--- config.mk ---
export PLATFORM = sky130hd
export DESIGN_NAME = dual_autoreload_pwm_timer
export DESIGN_NICKNAME = d
export VERILOG_FILES = /design/src/verilog/pwm_timer_pkg.sv /design/src/verilog/dual_autoreload_pwm_timer.sv
export VERILOG_INCLUDE_DIRS = /design/src /design/src/verilog
export SDC_FILE = /design/constraint.sdc
export NUM_CORES = 1
export LEC_CHECK = 0
export ABC_AREA = 1
export BUFFER_PORTS_ARGS = -buffer_cell sky130_fd_sc_hd__buf_4
export CORE_MARGIN = 2
export CORE_UTILIZATION = 65
export DETAILED_ROUTE_END_ITERATION = 8
export PLACE_DENSITY_LB_ADDON = 0.08
export RECOVER_POWER = 50
export SLEW_MARGIN = 20
export SYNTH_ARGS = -nofsm -noshare
export SYNTH_HDL_FRONTEND = slang
export SYNTH_SLANG_ARGS = --single-unit
--- constraint.sdc ---
create_clock -name CLK_I -period 7.99 [get_ports CLK_I]
set_clock_uncertainty 0.1 [all_clocks]
set_input_delay 0.3995 -clock CLK_I [delete_from_list [all_inputs] [get_ports CLK_I]]
set_output_delay 0.3995 -clock CLK_I [all_outputs]
set_load 0.01 [all_outputs]
--- src/verilog/pwm_timer_consts.svh ---
`ifndef PWM_TIMER_CONSTS_SVH
`define PWM_TIMER_CONSTS_SVH
// register byte offsets
`define OFS_TIMER_CTRL    8'h00
`define OFS_FLAGS         8'h04
`define OFS_RELOAD1       8'h08
`define OFS_RELOAD2       8'h0c
`define OFS_DUTY0         8'h10
`define OFS_DUTY1         8'h14
`define OFS_DUTY2         8'h18
`define OFS_DUTY3         8'h1c
`define OFS_TRANSFER      8'h20
`define OFS_OUT_CTRL      8'h24
`define OFS_BREAK_CTRL    8'h28
`define OFS_BREAK_EN      8'h2c
`define OFS_CAPTURE       8'h30
`define OFS_COMP_CAPTURE  8'h34
`define OFS_LONG_CAPTURE  8'h38
`define OFS_COUNTER1      8'h3c
`define OFS_COUNTER2      8'h40
// flag register bit positions
`define FLG_OVF1          0
`define FLG_OVF2          1
`define FLG_CAPTURE       2
`define FLG_CMP_LSB       4
// clock select code for companion pulse
`define CLK_SEL_COMPANION 2'h1
// reset values and counter maximum
`define RST_COUNT         12'h000
`define RST_RELOAD        12'h000
`define RST_DUTY          12'h000
`define CNT_MAX           12'hfff
`endif

--- src/verilog/pwm_timer_pkg.sv ---
package pwm_timer_pkg;
  // timer control register
  typedef struct packed {
    logic       cmp_irq_en;
    logic       cap_irq_en;
    logic       ovf2_irq_en;
    logic       ovf1_irq_en;
    logic       capture_source_select;
    logic [1:0] counter_clock_select;
    logic       second_counter_enable;
  } timer_ctrl_s;
  // break control register (break active flag kept apart)
  typedef struct packed {
    logic [3:0] pattern;
    logic       break_level_select;
    logic       break_function_enable;
    logic       break_source_select;
  } break_ctrl_s;
  typedef enum logic [1:0] {
    MODE_SINGLE = 2'b01,
    MODE_DUAL   = 2'b10
  } timer_mode_e;
endpackage
--- src/verilog/dual_autoreload_pwm_timer.sv ---
// Implementation choices: register access over APB and the address map.
`timescale 1ns/1ns
`include "pwm_timer_consts.svh"
// Summary of operation
// - one or two 12-bit upcounters, mode bit
// - break trigger from pin or comparator
// - break trigger ignored until function enabled
// - active level sets break flag, activates break
// - software setting flag also activates break
// - per-counter break enables govern output groups
// - enabled outputs forced to pattern after inverter
// - break clears counters whose enable set
// - break resets reload, duty; counters stop
// - clearing flag returns outputs to timer
// - counter equals duty sets flag, interrupt
// - channel-to-counter pairing depends on mode
// - zero duty value never matches
// - preload duty copied at overflow if enabled
// - both capture edges latch counter, flag
// - clock select 01 uses companion pulse
// - capture source select picks companion pin
// - companion and own capture form 20 bits
module dual_autoreload_pwm_timer (
  // clock and reset
  input  wire logic        CLK_I,
  input  wire logic        RST_I,
  // apb slave
  input  wire logic        PSEL_I,
  input  wire logic        PENABLE_I,
  input  wire logic        PWRITE_I,
  input  wire logic [7:0]  PADDR_I,
  input  wire logic [31:0] PWDATA_I,
  output logic      [31:0] PRDATA_O,
  output logic             PREADY_O,
  output logic             PSLVERR_O,
  // companion low-speed timer
  input  wire logic        COMPANION_PULSE_I,
  input  wire logic        COMPANION_CAPTURE_INPUT_I,
  input  wire logic [7:0]  COMPANION_VALUE_I,
  // capture and break inputs
  input  wire logic        TIMER_CAPTURE_INPUT_I,
  input  wire logic        BREAK_PIN_I,
  input  wire logic        COMPARATOR_I,
  // outputs
  output logic      [3:0]  PULSE_OUTPUTS_O,
  output logic             IRQ_O
);

  function automatic logic duty_hit(input logic [11:0] cnt, input logic [11:0] duty);
    duty_hit = (duty != `RST_DUTY) && (cnt == duty);
  endfunction

  function automatic logic [11:0] take12(input logic [31:0] d);
    take12 = d[11:0];
  endfunction

  pwm_timer_pkg::timer_ctrl_s ctrl_reg;
  pwm_timer_pkg::break_ctrl_s brk_reg;
  pwm_timer_pkg::timer_mode_e mode;
  logic        ba_reg;
  logic [1:0]  bren_reg;
  logic [1:0]  ovf_flag_reg;
  logic        cap_flag_reg;
  logic [3:0]  cmp_flag_reg;
  logic [11:0] reload_reg [2];
  logic [11:0] cnt_reg    [2];
  logic [11:0] pre_duty_reg [4];
  logic [11:0] act_duty_reg [4];
  logic [3:0]  tran_reg;
  logic [3:0]  oe_reg;
  logic [3:0]  pol_reg;
  logic [11:0] cap_reg;
  logic [7:0]  comp_cap_reg;
  logic        cap_prev_reg;
  logic [31:0] prdata_reg;
  logic        pslverr_reg;
  logic [3:0]  pulse_reg;
  logic [31:0] rd_data;

  // bus decode
  wire         wr_en   = PSEL_I & PENABLE_I & PWRITE_I;
  wire         setup   = PSEL_I & ~PENABLE_I;
  wire [7:0]   addr    = PADDR_I;
  wire         wr_ctrl = wr_en && addr == `OFS_TIMER_CTRL;
  wire         wr_flg  = wr_en && addr == `OFS_FLAGS;
  wire         wr_rl1  = wr_en && addr == `OFS_RELOAD1;
  wire         wr_rl2  = wr_en && addr == `OFS_RELOAD2;
  wire         wr_tran = wr_en && addr == `OFS_TRANSFER;
  wire         wr_out  = wr_en && addr == `OFS_OUT_CTRL;
  wire         wr_brk  = wr_en && addr == `OFS_BREAK_CTRL;
  wire         wr_bren = wr_en && addr == `OFS_BREAK_EN;
  wire [3:0]   wr_duty;
  assign wr_duty[0] = wr_en && addr == `OFS_DUTY0;
  assign wr_duty[1] = wr_en && addr == `OFS_DUTY1;
  assign wr_duty[2] = wr_en && addr == `OFS_DUTY2;
  assign wr_duty[3] = wr_en && addr == `OFS_DUTY3;

  assign mode = ctrl_reg.second_counter_enable ? pwm_timer_pkg::MODE_DUAL
                                                : pwm_timer_pkg::MODE_SINGLE;
  wire dual = (mode == pwm_timer_pkg::MODE_DUAL);

  wire tick = (ctrl_reg.counter_clock_select == `CLK_SEL_COMPANION) ? COMPANION_PULSE_I : 1'b1;

  wire brk_src = brk_reg.break_source_select ? COMPARATOR_I : BREAK_PIN_I;
  wire brk_trig = brk_reg.break_function_enable &
                  (brk_reg.break_level_select ? brk_src : ~brk_src);

  wire brk1    = ba_reg & bren_reg[0];
  wire brk2    = ba_reg & bren_reg[1];
  wire brk_any = brk1 | brk2;
  wire [3:0] ch_brk = dual ? {brk2, brk2, brk1, brk1} : {4{brk1}};

  wire [1:0] run = {dual & ~brk_any, ~brk_any};
  wire [1:0] ovf;
  assign ovf[0] = run[0] & tick & (cnt_reg[0] == `CNT_MAX);
  assign ovf[1] = run[1] & tick & (cnt_reg[1] == `CNT_MAX);

  wire [11:0] ch_cnt [4];
  assign ch_cnt[0] = cnt_reg[0];
  assign ch_cnt[1] = cnt_reg[0];
  assign ch_cnt[2] = dual ? cnt_reg[1] : cnt_reg[0];
  assign ch_cnt[3] = dual ? cnt_reg[1] : cnt_reg[0];
  wire [3:0] ch_ovf = dual ? {ovf[1], ovf[1], ovf[0], ovf[0]} : {4{ovf[0]}};

  wire [3:0] cmp_hit;
  assign cmp_hit[0] = duty_hit(ch_cnt[0], act_duty_reg[0]);
  assign cmp_hit[1] = duty_hit(ch_cnt[1], act_duty_reg[1]);
  assign cmp_hit[2] = duty_hit(ch_cnt[2], act_duty_reg[2]);
  assign cmp_hit[3] = duty_hit(ch_cnt[3], act_duty_reg[3]);

  wire cap_in  = ctrl_reg.capture_source_select ? COMPANION_CAPTURE_INPUT_I
                                                : TIMER_CAPTURE_INPUT_I;
  wire cap_evt = cap_in ^ cap_prev_reg;

  // pwm levels before break
  wire [3:0] raw_pwm;
  assign raw_pwm[0] = ch_cnt[0] < act_duty_reg[0];
  assign raw_pwm[1] = ch_cnt[1] < act_duty_reg[1];
  assign raw_pwm[2] = ch_cnt[2] < act_duty_reg[2];
  assign raw_pwm[3] = ch_cnt[3] < act_duty_reg[3];
  wire [3:0] inv_pwm = raw_pwm ^ pol_reg;
  wire [3:0] pulse_next = oe_reg & ((ch_brk & brk_reg.pattern) | (~ch_brk & inv_pwm));

  // control registers
  always_ff @(posedge CLK_I) begin
    if (RST_I) begin
      ctrl_reg <= '0;
      brk_reg  <= '0;
      bren_reg <= 2'h0;
      tran_reg <= 4'h0;
      oe_reg   <= 4'h0;
      pol_reg  <= 4'h0;
    end else begin
      if (wr_ctrl) ctrl_reg <= PWDATA_I[7:0];
      if (wr_brk) brk_reg <= {PWDATA_I[7:4], PWDATA_I[2:0]};
      if (wr_bren) bren_reg <= PWDATA_I[1:0];
      if (wr_tran) tran_reg <= PWDATA_I[3:0];
      if (wr_out) begin
        oe_reg  <= PWDATA_I[3:0];
        pol_reg <= PWDATA_I[7:4];
      end
    end
  end

  // break active flag, set wins over clear
  always_ff @(posedge CLK_I) begin
    if (RST_I) begin
      ba_reg <= 1'b0;
    end else if (brk_trig) begin
      ba_reg <= 1'b1;
    end else if (wr_brk) begin
      ba_reg <= PWDATA_I[3];
    end
  end

  // reload values
  always_ff @(posedge CLK_I) begin
    if (RST_I || brk_any) begin
      reload_reg[0] <= `RST_RELOAD;
      reload_reg[1] <= `RST_RELOAD;
    end else begin
      if (wr_rl1) reload_reg[0] <= take12(PWDATA_I);
      if (wr_rl2) reload_reg[1] <= take12(PWDATA_I);
    end
  end

  // counters
  always_ff @(posedge CLK_I) begin
    for (int k = 0; k < 2; k++) begin
      if (RST_I || (k == 1 && !dual)) begin
        cnt_reg[k] <= `RST_COUNT;
      end else if (k == 0 ? brk1 : brk2) begin
        cnt_reg[k] <= `RST_COUNT;
      end else if (run[k] && tick) begin
        cnt_reg[k] <= ovf[k] ? reload_reg[k] : cnt_reg[k] + 12'h001;
      end
    end
  end

  // duty registers
  always_ff @(posedge CLK_I) begin
    for (int c = 0; c < 4; c++) begin
      if (RST_I || brk_any) begin
        pre_duty_reg[c] <= `RST_DUTY;
        act_duty_reg[c] <= `RST_DUTY;
      end else begin
        if (wr_duty[c]) pre_duty_reg[c] <= take12(PWDATA_I);
        if (ch_ovf[c] && tran_reg[c]) act_duty_reg[c] <= pre_duty_reg[c];
      end
    end
  end

  // sticky flags, write one to clear, set wins
  always_ff @(posedge CLK_I) begin
    if (RST_I) begin
      ovf_flag_reg <= 2'h0;
      cap_flag_reg <= 1'b0;
      cmp_flag_reg <= 4'h0;
    end else begin
      ovf_flag_reg <= ovf | (ovf_flag_reg & ~({2{wr_flg}} & PWDATA_I[`FLG_OVF2:`FLG_OVF1]));
      cap_flag_reg <= cap_evt | (cap_flag_reg & ~(wr_flg & PWDATA_I[`FLG_CAPTURE]));
      cmp_flag_reg <= cmp_hit | (cmp_flag_reg & ~({4{wr_flg}} & PWDATA_I[`FLG_CMP_LSB+:4]));
    end
  end

  // capture latch
  always_ff @(posedge CLK_I) begin
    if (RST_I) begin
      // follow the pin so reset leaves no false edge
      cap_prev_reg <= cap_in;
      cap_reg      <= `RST_COUNT;
      comp_cap_reg <= 8'h00;
    end else begin
      cap_prev_reg <= cap_in;
      if (cap_evt) begin
        cap_reg      <= cnt_reg[0];
        comp_cap_reg <= COMPANION_VALUE_I;
      end
    end
  end

  // output and bus registers
  always_ff @(posedge CLK_I) begin
    if (RST_I) begin
      pulse_reg   <= 4'h0;
      prdata_reg  <= 32'h0;
      pslverr_reg <= 1'b0;
    end else begin
      pulse_reg <= pulse_next;
      if (setup) begin
        prdata_reg  <= PWRITE_I ? 32'h0 : rd_data;
        pslverr_reg <= (addr[1:0] != 2'h0) || (addr > `OFS_COUNTER2);
      end
    end
  end

  // read selection
  always_comb begin
    rd_data = 32'h0;
    case (addr)
      `OFS_TIMER_CTRL:   rd_data = {24'h0, ctrl_reg};
      `OFS_FLAGS:        rd_data = {24'h0, cmp_flag_reg, 1'b0, cap_flag_reg, ovf_flag_reg};
      `OFS_RELOAD1:      rd_data = {20'h0, reload_reg[0]};
      `OFS_RELOAD2:      rd_data = {20'h0, reload_reg[1]};
      `OFS_DUTY0:        rd_data = {20'h0, pre_duty_reg[0]};
      `OFS_DUTY1:        rd_data = {20'h0, pre_duty_reg[1]};
      `OFS_DUTY2:        rd_data = {20'h0, pre_duty_reg[2]};
      `OFS_DUTY3:        rd_data = {20'h0, pre_duty_reg[3]};
      `OFS_TRANSFER:     rd_data = {28'h0, tran_reg};
      `OFS_OUT_CTRL:     rd_data = {24'h0, pol_reg, oe_reg};
      `OFS_BREAK_CTRL:   rd_data = {24'h0, brk_reg.pattern, ba_reg, brk_reg.break_level_select,
                                    brk_reg.break_function_enable, brk_reg.break_source_select};
      `OFS_BREAK_EN:     rd_data = {30'h0, bren_reg};
      `OFS_CAPTURE:      rd_data = {20'h0, cap_reg};
      `OFS_COMP_CAPTURE: rd_data = {24'h0, comp_cap_reg};
      `OFS_LONG_CAPTURE: rd_data = {12'h0, comp_cap_reg, cap_reg};
      `OFS_COUNTER1:     rd_data = {20'h0, cnt_reg[0]};
      `OFS_COUNTER2:     rd_data = {20'h0, cnt_reg[1]};
      default:           rd_data = 32'h0;
    endcase
  end

  assign PRDATA_O        = prdata_reg;
  assign PREADY_O        = 1'b1;
  assign PSLVERR_O       = pslverr_reg & PSEL_I & PENABLE_I;
  assign PULSE_OUTPUTS_O = pulse_reg;
  assign IRQ_O = (ctrl_reg.cmp_irq_en & |cmp_flag_reg)
               | (ctrl_reg.cap_irq_en & cap_flag_reg)
               | (ctrl_reg.ovf1_irq_en & ovf_flag_reg[0])
               | (ctrl_reg.ovf2_irq_en & ovf_flag_reg[1]);

endmodule // dual_autoreload_pwm_timer

==> summary.md <==
| Metric | Value |
|---|---|
| Layout overhead on the synthesized area | 10.5% |
| Critical path's slowest cell | nor3_1 |
| Initial Util | 0.665 |
| Status | finished with violations |
| Ys Warns | 0 |
| Main combinational cell family by area after synthesis | simple AND/OR/NAND/NOR gates |
| Worst Hold Launch | PWDATA_I[6] |
| Design area | 13300 µm² |
| Vias/cell | 6.01 |
| Multiplexer share of the synthesized area | 0.000832 |
| Most frequent CP cell | nand2_1 |
| Synth top area share | 0.360 |
| Power per cell area | 194 nW/µm² |
| CTS tree | done |
| WL final | 37900 µm |
| Max H-tree Level | 1 |
| Max Cap Viol | 1 |
| Kind of critical path | flop to flop |
| VDD IR max | 0.000212 V |
| Setup crit end kind | flop |
| Slew margin rel. | -0.164 |
| Synth top area cells | edfxtp_1, dfxtp_1, nand2_1 |
| Worst-Margin Slew | 1750 ps |
| Max Clk Rate | 307 MHz |
| Post-Synth Adder-Cell Area | 0.0520 |
| Simple-Gate Fraction of Synth Area | 0.241 |
| Number of global-route vias before repair | 9875 |
| Total power | 2.57 mW |
| Placed inst area | 12700 µm² |
| CTS clock-pin slew for the worst setup and hold paths | 60 ps |
| Area leader, netlist | edfxtp_1 |
| Final period demand of the worst path | 3260 ps |
| Die area | 19600 µm² |
| Crit path launch | ba_reg$_SDFFE_PP0P_ |
| Fin Hold WS | 63.0 ps |
| Post-Route Setup TNS | 0 ps |
| Seq cells post-synth | 227 |
| IO buf count | 63 |
| Pre-antenna DRT Iters | 9 |
| HPWL after DPL | 28100 µm |
| Die Wd | 140 µm |
| Cts bufs inserted | 24 |
| Crit-path cells | nand2_1, nand2_1, nor2_1, inv_1, nor3_1, nand3_2, o21ai_4, nand2_1, nand2_1 |
| Endpoints failing hold | 0 |
| Rows | 49 |
| FFs w/ async S/R, synth | 0 |
| Average cell area after synthesis | 8.20 µm² |
| 1st-iter DRT viols | 1411 |
| Routability-driven placement congestion ratio | 1.08 |
| # hold bufs at CTS | 0 |
| Gate Count Post-Synth | 1467 |
| Clock Sinks | 227 |
| Compound-Gate Fraction of Synth Area | 0.103 |
| Setup-failing EPs final | 0 |
| Top_reg_cell synth | edfxtp_1 |
| Slew Limit Fails | 42 |
| Post-Synth XOR/XNOR Area | 0.0138 |
| EDFF count, synth | 144 |
| Commonest cells post-synth | nand2_1, inv_1, nor2_1, edfxtp_1, a21oi_1 |
| Die H | 140 µm |
| Final net count | 1635 |
| Post-cts resize count | 0 |
| CP Launch Type | flop |
| Most frequent cell after synthesis | nand2_1 |
| WL per Instance | 21.4 µm |
| Drt drc | 1 |
| Post-synth cell types | 40 |
| Gr ovfl total | 0 |
| Leak Pwr | 5.61 nW |
| Final Cycle Share | 0.408 |
| Final WS setup | 4730 ps |
| IO Pins | 97 |
| Unrepaired setup endpoints after global routing | no |
| Largest net degree at the start of global routing | 42 |
| Share of layout cells above drive strength 1 | 0.0809 |
| RR Startpoint | ba_reg$_SDFFE_PP0P_ |
| Crit path DAT | 3320 ps |
| Gr usage total | 0.388 |
| Post-place setup slack | 5030 ps |
| Antenna diodes | 0 |
| Buffer count from post-CTS setup fixing | 0 |
| Post-route ant nets | 0 |
| Crit Path Max Fanout | 12 |
| Cell area after synthesis | 12000 µm² |
| Core Box Area | 18100 µm² |
| Violated checks | DRC, capacitance limit, slew limit |
| Initial antenna violation count | 0 |
| Root buffer cell | clkbuf_16 |
| Register area share after synthesis | 0.498 |
| Clock Latency Late Sink | 530 ps |
| Longest Clk Path Bufs | 3 |
| HP Class | input port to flop |
| First-pass GRT wire length | 56800 µm |
| Largest stage delay, worst path | 470 ps |
| CP Data Required Time | 8050 ps |
| Vias | 10667 |
cells in the final DEF (no fill, tap or decap), types with 16 or more instances in the layout:
cell type | Yosys | final
nand2_1 | 302 | 303
inv_1 | 204 | 205
nor2_1 | 172 | 178
edfxtp_1 | 144 | 144
a21oi_1 | 112 | 112
o21ai_0 | 111 | 111
nand3_1 | 105 | 105
dfxtp_1 | 83 | 83
ha_1 | 50 | 50
buf_4 | 15 | 45
clkbuf_1 | 25 | 37
clkbuf_16 | 0 | 27
nor2_2 | 30 | 26
nand4_1 | 16 | 16
metrics by stage:
| step | utilization | cells |
|---|---|---|
| global route | 0.735 | 1774 |
| CTS | 0.744 | 1774 |
| detailed placement | 0.700 | 1730 |
| global placement | 0.700 | 1730 |
| finish | 0.735 | 1774 |
| floorplan | - | 1478 |
layout make-up:
class                   count  area, µm²
multi-input cells         984       4950
fillers                  1457       4790
flip-flops and latches    227       5990
inverters                 211        792
clock inverters            10       72.6
well taps                 229        287
repair buffers             79        469
clock buffers              34        732
cell families after synthesis:
family,after synthesis
and+or+nand+nor,662
buffers and inverters,267
AOI/OAI and AO/OA,239
DFF,227
adders and majority gates,50
xor gates and xnor gates,19
other,2
muxes,1
power breakdown:
part           leakage, nW  internal (mW)  switching, mW
logic                 3.01         0.0419          0.104
clock network        0.395          0.668          0.455
registers             2.21           1.28         0.0285
final timing paths:
| path | to | slack, ps | cells past startpoint |
|---|---|---|---|
| hold reg to reg | cap_reg[8]$_SDFFE_PP0P_ | 350 | 2 |
| setup reg to reg | act_duty_reg[3][11]$_SDFFCE_PN0P_ | 4730 | 9 |
| setup / recovery | act_duty_reg[3][11]$_SDFFCE_PN0P_ | 4730 | 9 |
| hold / removal | brk_reg[5]$_SDFFE_PP0P_ | 60 | 3 |
critical path, delay by kind of cell (launching register included):
| kind | cells | cell delay [ps] |
|---|---|---|
| compound gates | 1 | 180 |
| flops | 1 | 360 |
| buf+inv | 1 | 280 |
| simple gates | 7 | 1980 |
metal layers:
metal / wire length (µm) / track usage
met4: 1400 / 0.141
met3: 4790 / 0.103
met1: 14300 / 0.511
met5: 0 / 0
met2: 17400 / 0.627
(Power assumes the default switching activity.)
